File: config.mk
export PLATFORM = sky130hd
export DESIGN_NAME = ttws_window_status
export DESIGN_NICKNAME = d
export VERILOG_FILES = /design/src/rtl/ttws_window_status.v
export VERILOG_INCLUDE_DIRS = /design/src /design/src/rtl
export SDC_FILE = /design/constraint.sdc
export NUM_CORES = 1
export LEC_CHECK = 0
export BUFFER_PORTS_ARGS = -buffer_cell sky130_fd_sc_hd__clkbuf_2
export CAP_MARGIN = 5
export CORE_MARGIN = 10
export CORE_UTILIZATION = 56
export DETAILED_ROUTE_END_ITERATION = 10
export GPL_TIMING_DRIVEN = 0
export PLACE_DENSITY = 0.73
export REMOVE_ABC_BUFFERS = 1
export SLEW_MARGIN = 0
export SYNTH_ARGS = -nofsm -noshare
export SYNTH_HDL_FRONTEND = slang
export SYNTH_SLANG_ARGS = --single-unit
export TNS_END_PERCENT = 30
File: constraint.sdc
create_clock -name i_clk -period 4 [get_ports i_clk]
set_input_delay 0.8 -clock i_clk [delete_from_list [all_inputs] [get_ports i_clk]]
set_output_delay 0.8 -clock i_clk [all_outputs]
set_load 0.05 [all_outputs]
File: src/rtl/ttws_defs.vh
`ifndef TTWS_DEFS_VH
`define TTWS_DEFS_VH

// ----------------------------------------------------------------
// Bus addresses
// ----------------------------------------------------------------
`define TTWS_ADDR_A 7'h44
`define TTWS_ADDR_B 7'h46
`define TTWS_SUB_EV_FIRST 8'h78
`define TTWS_SUB_EV_LAST 8'h79
`define TTWS_SUB_FIRST_ACT 8'h7a
`define TTWS_SUB_LAST_ACT 8'h7b
`define TTWS_SUB_HIGH_STD 8'h7c
`define TTWS_SUB_MASK_LO 8'h7e
`define TTWS_SUB_MASK_HI 8'h7f
`define TTWS_SUB_CC_ODD_1 8'h67
`define TTWS_SUB_CC_ODD_2 8'h68
`define TTWS_SUB_CC_EVEN_1 8'h69
`define TTWS_SUB_CC_EVEN_2 8'h6a

// ----------------------------------------------------------------
// Field positions in the high-bits and standard register
// ----------------------------------------------------------------
`define TTWS_HB_EV_FIRST 0
`define TTWS_HB_EV_LAST 1
`define TTWS_HB_FIRST_ACT 2
`define TTWS_HB_LAST_ACT 3
`define TTWS_HB_STD 7

// ----------------------------------------------------------------
// Reset values and line offsets
// ----------------------------------------------------------------
`define TTWS_RST_BYTE 8'h00
`define TTWS_RST_MASK 16'h0000
// Version code: value is arbitrary
`define TTWS_VERSION 3'h5
`define TTWS_FIRST_OFS_M 10'h004
`define TTWS_FIRST_OFS_O 10'h001
`define TTWS_LAST_OFS_M 10'h003
`define TTWS_LAST_OFS_O 10'h000
`define TTWS_MASK_BASE 10'h005
`define TTWS_MASK_SPAN 10'h010

// ----------------------------------------------------------------
// Text modes on the output
// ----------------------------------------------------------------
`define TTWS_MODE_EURO 2'h0
`define TTWS_MODE_NABTS 2'h1
`define TTWS_MODE_WST 2'h2

`endif

File: src/rtl/ttws_window_status.v
`include "ttws_defs.vh"

module ttws_window_status (
  input wire i_clk,
  input wire i_reset,
  input wire i_scl,
  input wire i_sda_in,
  output wire o_sda_out,
  output wire o_sda_oe,
  input wire i_field_start,
  input wire [9:0] i_line_num,
  input wire i_field_rate_select,
  input wire i_text_insert_enable,
  input wire [8:0] i_odd_text_first_line,
  input wire [8:0] i_odd_text_last_line,
  input wire i_caption_odd_done,
  input wire i_caption_even_done,
  output wire o_text_request_out,
  output wire o_active_line,
  output wire [1:0] o_text_mode,
  output wire o_field_even,
  output wire [2:0] o_field_seq
);

  localparam [5:0] S_IDLE = 6'h01;
  localparam [5:0] S_ADDR = 6'h02;
  localparam [5:0] S_ACK = 6'h04;
  localparam [5:0] S_RX = 6'h08;
  localparam [5:0] S_TX = 6'h10;
  localparam [5:0] S_TXACK = 6'h20;

  // ----------------------------------------------------------------
  // Bus pin edges
  // ----------------------------------------------------------------
  reg scl_q, sda_q;
  wire scl_rise = i_scl & ~scl_q;
  wire scl_fall = ~i_scl & scl_q;
  wire bus_start = scl_q & i_scl & sda_q & ~i_sda_in;
  wire bus_stop = scl_q & i_scl & ~sda_q & i_sda_in;

  reg [5:0] state_q;
  reg [3:0] bit_cnt_q;
  reg [7:0] shift_q, sub_q, wr_sub, wr_data;
  reg is_sub_q, read_q, nack_q, sda_oe_q, sda_out_q, wr_stb;

  // Host-written settings and their field-aligned copies
  reg [7:0] ev_first_q, ev_last_q, first_act_q, last_act_q, high_std_q;
  reg [7:0] ev_first_s, ev_last_s, first_act_s, last_act_s, high_std_s;
  reg [15:0] mask_q, mask_s;

  reg cc_odd_q, cc_even_q;
  reg [1:0] cc_odd_wr_q, cc_even_wr_q;
  reg [2:0] field_sequence_count_q, field_sequence_count_d;

  reg text_req_q, active_q;
  reg [1:0] mode_q;

  wire [7:0] status = {`TTWS_VERSION, cc_odd_q, cc_even_q, field_sequence_count_q};
  wire addr_hit = (shift_q[7:1] == `TTWS_ADDR_A) || (shift_q[7:1] == `TTWS_ADDR_B);

  // ----------------------------------------------------------------
  // Bus slave: address, subaddress, auto-increment writes, status reads
  // ----------------------------------------------------------------
  always @(posedge i_clk) begin
    wr_stb <= 1'b0;
    if (i_reset) begin
      scl_q <= 1'b1;
      sda_q <= 1'b1;
      state_q <= S_IDLE;
      bit_cnt_q <= 4'h0;
      shift_q <= 8'h00;
      sub_q <= 8'h00;
      is_sub_q <= 1'b0;
      read_q <= 1'b0;
      nack_q <= 1'b0;
      sda_oe_q <= 1'b0;
      sda_out_q <= 1'b0;
      wr_sub <= 8'h00;
      wr_data <= 8'h00;
    end else begin
      scl_q <= i_scl;
      sda_q <= i_sda_in;
      if (bus_stop) begin
        state_q <= S_IDLE;
        sda_oe_q <= 1'b0;
      end else if (bus_start) begin
        state_q <= S_ADDR;
        bit_cnt_q <= 4'h0;
        sda_oe_q <= 1'b0;
      end else begin
        case (state_q)
          S_ADDR, S_RX: begin
            if (scl_rise) begin
              shift_q <= {shift_q[6:0], i_sda_in};
              bit_cnt_q <= bit_cnt_q + 4'h1;
            end else if (scl_fall && bit_cnt_q == 4'h8) begin
              if (state_q == S_ADDR) begin
                if (addr_hit) begin
                  read_q <= shift_q[0];
                  is_sub_q <= 1'b1;
                  state_q <= S_ACK;
                  sda_oe_q <= 1'b1;
                end else begin
                  state_q <= S_IDLE;
                end
              end else begin
                if (is_sub_q) begin
                  sub_q <= shift_q;
                  is_sub_q <= 1'b0;
                end else begin
                  wr_stb <= 1'b1;
                  wr_sub <= sub_q;
                  wr_data <= shift_q;
                  sub_q <= sub_q + 8'h01;
                end
                state_q <= S_ACK;
                sda_oe_q <= 1'b1;
              end
            end
          end
          S_ACK: begin
            if (scl_fall) begin
              bit_cnt_q <= 4'h0;
              if (read_q) begin
                state_q <= S_TX;
                shift_q <= status;
                sda_oe_q <= ~status[7];
              end else begin
                state_q <= S_RX;
                sda_oe_q <= 1'b0;
              end
            end
          end
          S_TX: begin
            if (scl_rise) begin
              bit_cnt_q <= bit_cnt_q + 4'h1;
            end else if (scl_fall) begin
              if (bit_cnt_q == 4'h8) begin
                state_q <= S_TXACK;
                sda_oe_q <= 1'b0;
              end else begin
                shift_q <= {shift_q[6:0], 1'b0};
                sda_oe_q <= ~shift_q[6];
              end
            end
          end
          S_TXACK: begin
            if (scl_rise) begin
              nack_q <= i_sda_in;
            end else if (scl_fall) begin
              bit_cnt_q <= 4'h0;
              if (nack_q) begin
                state_q <= S_IDLE;
              end else begin
                state_q <= S_TX;
                shift_q <= status;
                sda_oe_q <= ~status[7];
              end
            end
          end
          default: begin
            state_q <= S_IDLE;
            sda_oe_q <= 1'b0;
          end
        endcase
      end
    end
  end

  // ----------------------------------------------------------------
  // Setting registers and field-boundary copies
  // ----------------------------------------------------------------
  always @(posedge i_clk) begin
    if (i_reset) begin
      ev_first_q <= `TTWS_RST_BYTE;
      ev_last_q <= `TTWS_RST_BYTE;
      first_act_q <= `TTWS_RST_BYTE;
      last_act_q <= `TTWS_RST_BYTE;
      high_std_q <= `TTWS_RST_BYTE;
      mask_q <= `TTWS_RST_MASK;
      ev_first_s <= `TTWS_RST_BYTE;
      ev_last_s <= `TTWS_RST_BYTE;
      first_act_s <= `TTWS_RST_BYTE;
      last_act_s <= `TTWS_RST_BYTE;
      high_std_s <= `TTWS_RST_BYTE;
      mask_s <= `TTWS_RST_MASK;
    end else begin
      if (wr_stb) begin
        if (wr_sub == `TTWS_SUB_EV_FIRST) begin
          ev_first_q <= wr_data;
        end else if (wr_sub == `TTWS_SUB_EV_LAST) begin
          ev_last_q <= wr_data;
        end else if (wr_sub == `TTWS_SUB_FIRST_ACT) begin
          first_act_q <= wr_data;
        end else if (wr_sub == `TTWS_SUB_LAST_ACT) begin
          last_act_q <= wr_data;
        end else if (wr_sub == `TTWS_SUB_HIGH_STD) begin
          high_std_q <= wr_data;
        end else if (wr_sub == `TTWS_SUB_MASK_LO) begin
          mask_q[7:0] <= wr_data;
        end else if (wr_sub == `TTWS_SUB_MASK_HI) begin
          mask_q[15:8] <= wr_data;
        end
      end
      if (i_field_start) begin
        ev_first_s <= ev_first_q;
        ev_last_s <= ev_last_q;
        first_act_s <= first_act_q;
        last_act_s <= last_act_q;
        high_std_s <= high_std_q;
        mask_s <= mask_q;
      end
    end
  end

  // ----------------------------------------------------------------
  // Caption done flags; an encode event wins over a clear
  // ----------------------------------------------------------------
  wire wr_cc_o1 = wr_stb && (wr_sub == `TTWS_SUB_CC_ODD_1);
  wire wr_cc_o2 = wr_stb && (wr_sub == `TTWS_SUB_CC_ODD_2);
  wire wr_cc_e1 = wr_stb && (wr_sub == `TTWS_SUB_CC_EVEN_1);
  wire wr_cc_e2 = wr_stb && (wr_sub == `TTWS_SUB_CC_EVEN_2);
  wire [1:0] cc_odd_seen = cc_odd_wr_q | {wr_cc_o2, wr_cc_o1};
  wire [1:0] cc_even_seen = cc_even_wr_q | {wr_cc_e2, wr_cc_e1};

  always @(posedge i_clk) begin
    if (i_reset) begin
      cc_odd_q <= 1'b0;
      cc_even_q <= 1'b0;
      cc_odd_wr_q <= 2'h0;
      cc_even_wr_q <= 2'h0;
    end else begin
      cc_odd_wr_q <= (cc_odd_seen == 2'h3) ? 2'h0 : cc_odd_seen;
      cc_even_wr_q <= (cc_even_seen == 2'h3) ? 2'h0 : cc_even_seen;
      if (i_caption_odd_done) begin
        cc_odd_q <= 1'b1;
      end else if (cc_odd_seen == 2'h3) begin
        cc_odd_q <= 1'b0;
      end
      if (i_caption_even_done) begin
        cc_even_q <= 1'b1;
      end else if (cc_even_seen == 2'h3) begin
        cc_even_q <= 1'b0;
      end
    end
  end

  // ----------------------------------------------------------------
  // Field sequence counter
  // ----------------------------------------------------------------
  always @* begin
    field_sequence_count_d = field_sequence_count_q + 3'h1;
    if (i_field_rate_select) begin
      field_sequence_count_d = {1'b0, field_sequence_count_q[1:0] + 2'h1};
    end
  end

  always @(posedge i_clk) begin
    if (i_reset) begin
      field_sequence_count_q <= 3'h0;
    end else if (i_field_start) begin
      field_sequence_count_q <= field_sequence_count_d;
    end
  end

  // ----------------------------------------------------------------
  // Line windows, mask and text mode
  // ----------------------------------------------------------------
  wire m_sys = i_field_rate_select;
  wire [9:0] ev_first_v = {1'b0, high_std_s[`TTWS_HB_EV_FIRST], ev_first_s};
  wire [9:0] ev_last_v = {1'b0, high_std_s[`TTWS_HB_EV_LAST], ev_last_s};
  wire [9:0] fa_v = {1'b0, high_std_s[`TTWS_HB_FIRST_ACT], first_act_s};
  wire [9:0] la_v = {1'b0, high_std_s[`TTWS_HB_LAST_ACT], last_act_s};
  wire [9:0] first_ofs = m_sys ? `TTWS_FIRST_OFS_M : `TTWS_FIRST_OFS_O;
  wire [9:0] last_ofs = m_sys ? `TTWS_LAST_OFS_M : `TTWS_LAST_OFS_O;
  wire [9:0] ev_start = ev_first_v + first_ofs;
  wire [9:0] ev_end = ev_last_v + last_ofs;
  wire [9:0] od_start = {1'b0, i_odd_text_first_line} + first_ofs;
  wire [9:0] od_end = {1'b0, i_odd_text_last_line} + last_ofs;
  wire [9:0] act_start = fa_v + first_ofs;
  wire [9:0] act_end = la_v + last_ofs;
  wire field_even = field_sequence_count_q[0];
  wire in_even = field_even && (i_line_num >= ev_start) && (i_line_num <= ev_end);
  wire in_odd = ~field_even && (i_line_num >= od_start) && (i_line_num <= od_end);
  wire [9:0] mask_off = i_line_num - `TTWS_MASK_BASE;
  wire mask_hit = (i_line_num >= `TTWS_MASK_BASE) && (mask_off < `TTWS_MASK_SPAN) &&
                  mask_s[mask_off[3:0]];
  wire std_sel = high_std_s[`TTWS_HB_STD];

  always @(posedge i_clk) begin
    if (i_reset) begin
      text_req_q <= 1'b0;
      active_q <= 1'b0;
      mode_q <= `TTWS_MODE_EURO;
    end else begin
      text_req_q <= i_text_insert_enable && (in_even || in_odd) && ~mask_hit;
      active_q <= (i_line_num >= act_start) && (i_line_num <= act_end);
      if (~m_sys) begin
        mode_q <= `TTWS_MODE_EURO;
      end else if (std_sel) begin
        mode_q <= `TTWS_MODE_WST;
      end else begin
        mode_q <= `TTWS_MODE_NABTS;
      end
    end
  end

  // ----------------------------------------------------------------
  // Outputs
  // ----------------------------------------------------------------
  assign o_sda_out = sda_out_q;
  assign o_sda_oe = sda_oe_q;
  assign o_text_request_out = text_req_q;
  assign o_active_line = active_q;
  assign o_text_mode = mode_q;
  assign o_field_even = field_sequence_count_q[0];
  assign o_field_seq = field_sequence_count_q;

endmodule

After elaboration in Yosys (flattened, before gate mapping)
Index checks and enable logic that the tools add are counted.
- register bits: 174
- bits of input ports: 37
- output and inout bits: 10
- word-level logic and storage cells: 228
- $add $sub $neg: 11
- $lt $le $gt $ge: 9
- eq/ne operators: 44
- multiplexer cells: 54
- bitwise gates (word level): 30
- reductions and logical operators: 45
- operator list (kind ; count):
    $eq A8 B7 Y1 const B ; 11
    $mux W8 ; 10
    $mux W6 ; 9
    $pmux W8 S4 ; 1
    $add A9 B2 Y10 ; 3
    $add A9 B3 Y10 ; 3
    $ge A10 B10 Y1 ; 3
    $le A10 B10 Y1 ; 3
    $ne A3 B3 Y1 const B ; 9
    $ne A2 B2 Y1 const B ; 13
    $pmux W6 S4 ; 1
    $reduce_and A8 Y1 ; 3
    $not A1 Y1 ; 21
    $reduce_and A7 Y1 ; 3
    $mux W1 ; 18
    $reduce_and A6 Y1 ; 3
    $mux W4 ; 4
    $eq A7 B7 Y1 const B ; 2
    $logic_and A1 B1 Y1 ; 14
    $pmux W4 S3 ; 1
    $reduce_and A12 Y1 ; 1
    $reduce_and A4 Y1 ; 3
    $ge A10 B3 Y1 const B ; 1
    $lt A10 B5 Y1 const B ; 1
    other kinds (31) ; 52

Depth between registers and ports, before layout
Gate-level depths: netlist of run 1.
- depth in word-level cells: 8
- depth in mapped cells: 13
- gate-level depth less buffers: 13

Worst setup path before layout of run 1
No wires, ideal clock.
- path type: input to register
- start: in i_field_rate_select
- end: reg text_req_q, in the netlist o_text_request_out
- setup time: 133 ps
- arrival: 2889 ps
- required time: 3867 ps
- setup slack: 978 ps
- stages: 10
- path buffers: 0
- cell sequence: ha_1 > a31oi_1 > and3b_1 > xnor2_1 > ha_1 > a21o_1 > a21o_1 > a221o_1 > o22ai_1 > a2111oi_2
- cells in the longest elaborated chain, start to end: 8
- elaborated cells between the ends (all ways): 17
- those cells by class: 4 x add/sub; 4 x order compare; 2 x mux; 7 x reduce/logical
- RTL lines (what ; line ; text):
    start, declared ; ttws_window_status.v:12 ; input wire i_field_rate_select,
    $mux W3 (no line) ; -- ;
    $add A9 B3 Y10 (on tied branches) ; ttws_window_status.v:276, ttws_window_status.v:278 ;
    $ge A10 B10 Y1 (on tied branches) ; ttws_window_status.v:283, ttws_window_status.v:284 ;
    $logic_and A1 B1 Y1 (on tied branches) (2 in series) ; ttws_window_status.v:283, ttws_window_status.v:284 ;
    $logic_or A1 B1 Y1 * ; ttws_window_status.v:296 ; text_req_q <= i_text_insert_enable && (in_even || in_odd) && ~mask_hit;
    $logic_and A1 B1 Y1 * (2 in series) ; ttws_window_status.v:296 ;
    end signal, assigned ; ttws_window_status.v:296 ;
    end, declared ; ttws_window_status.v:55 ; reg text_req_q, active_q;
Every way passes the cells marked *; elsewhere a longest branch is shown, timed or not.
A chain may end at the register's enable or synchronous reset.

Worst setup path in the final report of run 1
Ends and elaborated chain as after synthesis.

==> flow_summary.json, run 1 <==
{
  "status": "complete, no violations",
  "peakVddDrop_mv": 0.278,
  "synth_edf_count": 0,
  "async_flop_share": 0,
  "ys.flop_type": "dfxtp_1",
  "cts_tree": "done",
  "fp.dieW_um": 148,
  "nFillCells": 1367,
  "num_antenna_cells": 0,
  "netlist_area_sq_mm": 0.00913,
  "crit_required_ns": 4.31,
  "drc": 0,
  "syn_to_final_growth_pct": 10.2,
  "core-area_sq_mm": 0.0159,
  "clock-sinks": 168,
  "h-tree-depth": 4,
  "cp_max_fo": 15,
  "hold_violations": 0,
  "max_slew_margin": 0.290,
  "clockBufferDepth": 2,
  "drive_gt1_frac": 0.104,
  "antenna_left": 0,
  "final_cell_mix": "168 x dfxtp_1, 148 x nor2_1, 115 x mux2i_1",
  "vias_per_cell": 5.66,
  "cp-end-kind": "flip-flop",
  "grt_pass1_vias": 6702,
  "slew_viol_final": 0,
  "post_cts_buffers": 0,
  "io_buffers": 45,
  "ios": 47,
  "pre_cts_ws_ns": 0.0837,
  "fin_area_sq_mm": 0.0101,
  "hp-class": "flip-flop to flip-flop",
  "antenna_found_initial": 0,
  "instances_no_fill": 1253,
  "dpl.cell_count": 1221,
  "wl_per_cell_um": 16.0,
  "post_synth_inst_count": 1002,
  "dpl.hpwl_um": 13900,
  "arrival_ns": 3.77,
  "yosysUniqueCellTypes": 70,
  "cts_resized": 0,
  "tightestPinTransition_ns": 1.06,
  "die-area_sq_mm": 0.0218,
  "period_needed_ns": 3.46,
  "min_period_over_period": 0.865,
  "grt_start_max_net_pins": 116,
  "rows": 46,
  "cts_hold_buf": 0,
  "die_height_um": 148,
  "rsz0062_at_grt": "false",
  "maxCapViolCount": 0,
  "setup_viol": 0,
  "grt_pass1_wl_um": 33400,
  "path_clk_slew_ns": 0.06,
  "start_kind": "primary input",
  "cts_buffers": 17,
  "totalWireLength_um": 20000,
  "cts_root_buf": "clkbuf_16",
  "power_density_mw_per_mm2": 350,
  "ys_ff_latch": 168,
  "place.gp.congestion": 0.904,
  "grt_usage": 0.187,
  "insertion_delay_ns": 0.43,
  "initial_utilization": 0.572,
  "dpl_cell_area_sq_mm": 0.00951,
  "drt_first_pass_iters": 5,
  "final_common_cell": "dfxtp_1",
  "drt_iter0_drc": 404,
  "fin_ws_ns": 0.539,
  "critPathKind": "primary input to flip-flop",
  "vias": 7094,
  "reg2reg_slack_ns": 1.33,
  "gr-total-overflow": 0,
  "nets": 1144,
  "power.leakage_nw": 4.02,
  "yosysSeqAreaShare": 0.369,
  "fmax_ghz": 0.289,
  "clock_skew_ns": 0.00741,
  "synth_area_per_cell_sq_um": 9.11,
  "yosysWarnings": 0
}
[worst max-delay path: stages]
cell	delay, ns
clkbuf_2	0.43
inv_1	0.27
ha_1	0.28
a31oi_1	0.36
and3b_1	0.24
xnor2_1	0.17
ha_1	0.27
a21o_1	0.16
a21o_1	0.17
a221o_1	0.34
o22ai_1	0.18
a2111oi_2	0.09
[synthesized netlist by cell type, drive strengths merged, types with 4 or more instances]
cell	n	area share
mux2i	115	0.13
clkbuf	32	0.013
nand4	10	0.0069
nor4	4	0.0027
a21o	16	0.013
buf	13	0.0075
inv	20	0.0082
nor3b	8	0.0066
a211oi	12	0.012
and3b	4	0.0038
dfxtp	168	0.37
nor2b	10	0.0069
nor2	155	0.066
nor3	16	0.011
nand3b	7	0.0058
xnor2	18	0.017
a21oi	48	0.026
xor2	30	0.030
a31oi	8	0.0055
ha	80	0.11
nand3	25	0.014
o211ai	6	0.0055
and3	21	0.014
mux4	5	0.012
o21ai	25	0.014
nand2	86	0.035
nand2b	6	0.0041
[routing by layer]
metal | routed length, um | global-route usage
met5 | 0 | 0
met4 | 350 | 0.0605
met3 | 890 | 0.0455
met2 | 9200 | 0.301
met1 | 9550 | 0.240
[state kept, by name (all words and copies together) (netlist names), 3 cells and up]
signal,flops
mask_q,16
mask_s,16
ev_first_q,8
ev_first_s,8
ev_last_q,8
ev_last_s,8
first_act_q,8
first_act_s,8
last_act_q,8
last_act_s,8
shift_q,8
sub_q,8
wr_data,8
wr_sub,8
state_q,6
high_std_q,5
high_std_s,5
bit_cnt_q,4
o_field_seq,3
[area by class of cell]
| type | instances | area, sq um | share of cell area |
|---|---|---|---|
| tap | 216 | 270 | 0.0269 |
| multi-input combinational | 769 | 5500 | 0.547 |
| sequential | 168 | 3360 | 0.335 |
| clock buffer | 17 | 425 | 0.0423 |
| clock inverter | 15 | 120 | 0.0119 |
| inverter | 20 | 75.1 | 0.00747 |
| timing repair buffer | 48 | 295 | 0.0294 |
[power by group]
group          switching, W  internal, W
sequential        0.0000115      0.00168
combinational      0.000184     0.000120
clock              0.000715     0.000804
[through the flow]
stage                     setup TNS, ns   util  total power, W  hold WS, ns
after global routing                  0  0.631         0.00365        0.476
after CTS                             0  0.631         0.00354        0.456
after detailed placement              0  0.596         0.00203        0.440
after floorplan                       0      -         0.00190        0.410
after global placement           -0.207  0.592         0.00202        0.428
final                                 0  0.631         0.00352        0.453
[cell families after synthesis]
group | Yosys count | share of synthesized area
AOI/OAI and AO/OA | 147 | 0.108
other | 1 | 0.000411
adders and majority gates | 83 | 0.116
buffers and inverters | 65 | 0.0289
and+or+nand+nor | 369 | 0.191
xor gates and xnor gates | 48 | 0.0469
DFF | 168 | 0.369
muxes | 121 | 0.140
[path summary, 6_finish.rpt]
| kind | start | to | cells after the start |
|---|---|---|---|
| worst max register to register | ev_first_s[2] | o_text_request_out | 11 |
| worst min register to register | wr_sub[6] | wr_sub[6] | 2 |
| worst max-delay path | i_field_rate_select | o_text_request_out | 12 |
| worst min-delay path | wr_sub[6] | wr_sub[6] | 2 |
No activity file was read; power rests on OpenSTA's default activity.
==> run 2: changes to the inputs <==
CORE_MARGIN = 3   (was 10)
CTS_BUF_LIST = sky130_fd_sc_hd__clkbuf_4   (was unset)
PLACE_DENSITY = 0.76   (was 0.73)
clock period = 3.1 ns   (was 4 ns; I/O delays follow)
==> run 2 against run 1 <==
Net effect:
- worst setup slack worse by 0.33 ns
- largest cell class unchanged
- via count fell by 0.20%
- global-route usage grew 3.5 points
- clock power shrank 21%
- critical path depth up 1
- routed wire length fell by 2.9%
- clock skew grew 0.021 ns
- worst hold slack got worse by 0.21 ns
- critical path type unchanged
- count of clock-buffer cells in the layout up 1
- non-clock buffer count is the same
- final cell count hardly changed
==> flow_summary.json, run 2 (same netlist as run 1, synthesis figures left out) <==
{
  "period_needed_ns": 2.89,
  "r2r_cells": 12,
  "min_from": "i_caption_odd_done",
  "antenna_found_initial": 1,
  "whs_path_depth": 3,
  "power.leakage_nw": 3.89,
  "gr-usage-met3": 0.0404,
  "drt_first_pass_iters": 4,
  "maxCapViolCount": 0,
  "dpl.hpwl_um": 13600,
  "cp_max_fo": 15,
  "die-area_sq_mm": 0.0179,
  "syn_to_final_growth_pct": 7.09,
  "power_density_mw_per_mm2": 386,
  "grt_use_met2": 0.376,
  "clockBufferDepth": 2,
  "fp.dieW_um": 134,
  "ios": 47,
  "antenna_left": 0,
  "hp-class": "primary input to flip-flop",
  "reg2reg_slack_ns": 0.38,
  "final_common_cell": "dfxtp_1",
  "slew_viol_final": 0,
  "rsz0062_at_grt": "false",
  "final_cell_mix": "168 x dfxtp_1, 148 x nor2_1, 115 x mux2i_1",
  "grt_usage": 0.222,
  "top_regs": "mask_q x16, mask_s x16",
  "hold_violations": 0,
  "path_clk_slew_ns": 0.13,
  "tightestPinTransition_ns": 1.06,
  "post_cts_buffers": 0,
  "grt_pass1_vias": 6576,
  "drc": 0,
  "cp-end-kind": "flip-flop",
  "drt_iter0_drc": 408,
  "setup_viol": 0,
  "min_period_over_period": 0.934,
  "status": "complete, no violations",
  "clock_skew_ns": 0.0280,
  "rows": 46,
  "cts_hold_buf": 0,
  "max_slew_margin": 0.288,
  "crit_required_ns": 3.57,
  "place.gp.congestion": 0.893,
  "cts_root_buf": "clkbuf_4",
  "drive_gt1_frac": 0.102,
  "grt_pass1_wl_um": 32000,
  "grt_use_met1": 0.292,
  "totalWireLength_um": 19400,
  "wl_per_cell_um": 15.5,
  "cts_buffers": 17,
  "cts_tree": "done",
  "utilization": 0.613,
  "vias": 7080,
  "h-tree-depth": 4,
  "nets": 1144,
  "arrival_ns": 3.36,
  "initial_utilization": 0.572,
  "start_kind": "primary input",
  "vias_per_cell": 5.65,
  "clock-sinks": 168,
  "insertion_delay_ns": 0.59,
  "busiest_layer": "met2",
  "critPathKind": "primary input to flip-flop",
  "cts_resized": 0,
  "fmax_ghz": 0.346,
  "worstReg2RegEnd": "o_active_line",
  "hold_slack_ns": 0.238,
  "gr-total-overflow": 0,
  "rr_startpoint": "last_act_s[1]",
  "core-area_sq_mm": 0.0159,
  "grt_start_max_net_pins": 114,
  "hold_path_end": "cc_odd_q",
  "peakVddDrop_mv": 0.251,
  "die_height_um": 134,
  "io_buffers": 45
}
-- run 2: cell types whose count changed in the layout (fill, tap and decap cells not counted) --
cell        before  now
clkbuf_2        43   42
clkinv_2         2    0
diode_2          0    2
bufinv_16        0    1
clkbuf_16       17    0
clkinv_4         3    1
clkinvlp_4       5    6
inv_8            1    0
clkinv_1         0    1
clkbuf_4         1   20
-- run 2: power by group --
group	leakage, nW	total, W	internal (W)	switching (W)
clock network	0.122	0.00120	0.000408	0.000788
logic	2.41	0.000391	0.000155	0.000236
registers	1.36	0.00219	0.00217	0.0000145
total	3.89	0.00377	0.00273	0.00104
-- run 2: how the worst max path moves through the flow --
stage                        startpoint  slack [ns]                  to
floorplan           i_field_rate_select        0.26  o_text_request_out
global placement                i_reset       -0.83          state_q[2]
detailed placement  i_field_rate_select       -0.61  o_text_request_out
CTS                 i_field_rate_select        0.03  o_text_request_out
global route        i_field_rate_select        0.03  o_text_request_out
finish              i_field_rate_select        0.21  o_text_request_out
-- run 2: layout make-up --
cell class	instances	area (sq um)
clock inverter	13	123
inverter	20	75.1
fill	1408	6170
clock buffer	18	135
sequential	168	3360
timing repair buffer	48	298
antenna	2	5.00
tap	216	270
multi-input combinational	769	5500
-- run 2: worst max-delay path: stages --
cell,delay (ns)
clkbuf_4,0.31
inv_1,0.21
ha_1,0.27
a31oi_1,0.36
and3b_1,0.24
xnor2_1,0.19
ha_1,0.29
a21o_1,0.18
a21o_1,0.16
a21oi_1,0.13
o21ai_0,0.15
o211ai_1,0.14
a2111oi_2,0.09
-- run 2: layer usage --
layer | share of wire | routed length (um)
met5 | 0 | 0
met4 | 0.015 | 297
met3 | 0.027 | 518
met2 | 0.48 | 9220
met1 | 0.48 | 9370
-- run 2: metrics by stage --
step           setup TNS (ns)  worst slack (ns)  std cells  cell area [sq um]  power (W)
6_report                    0             0.206       1254               9770    0.00377
5_1_grt                     0            0.0349       1254               9770    0.00393
4_1_cts                     0            0.0348       1252               9760    0.00381
3_5_place_dp            -1.07            -0.606       1221               9510    0.00262
3_3_place_gp           -27.74            -0.827       1218               9430    0.00261
2_1_floorplan               0             0.258        957               8940    0.00245
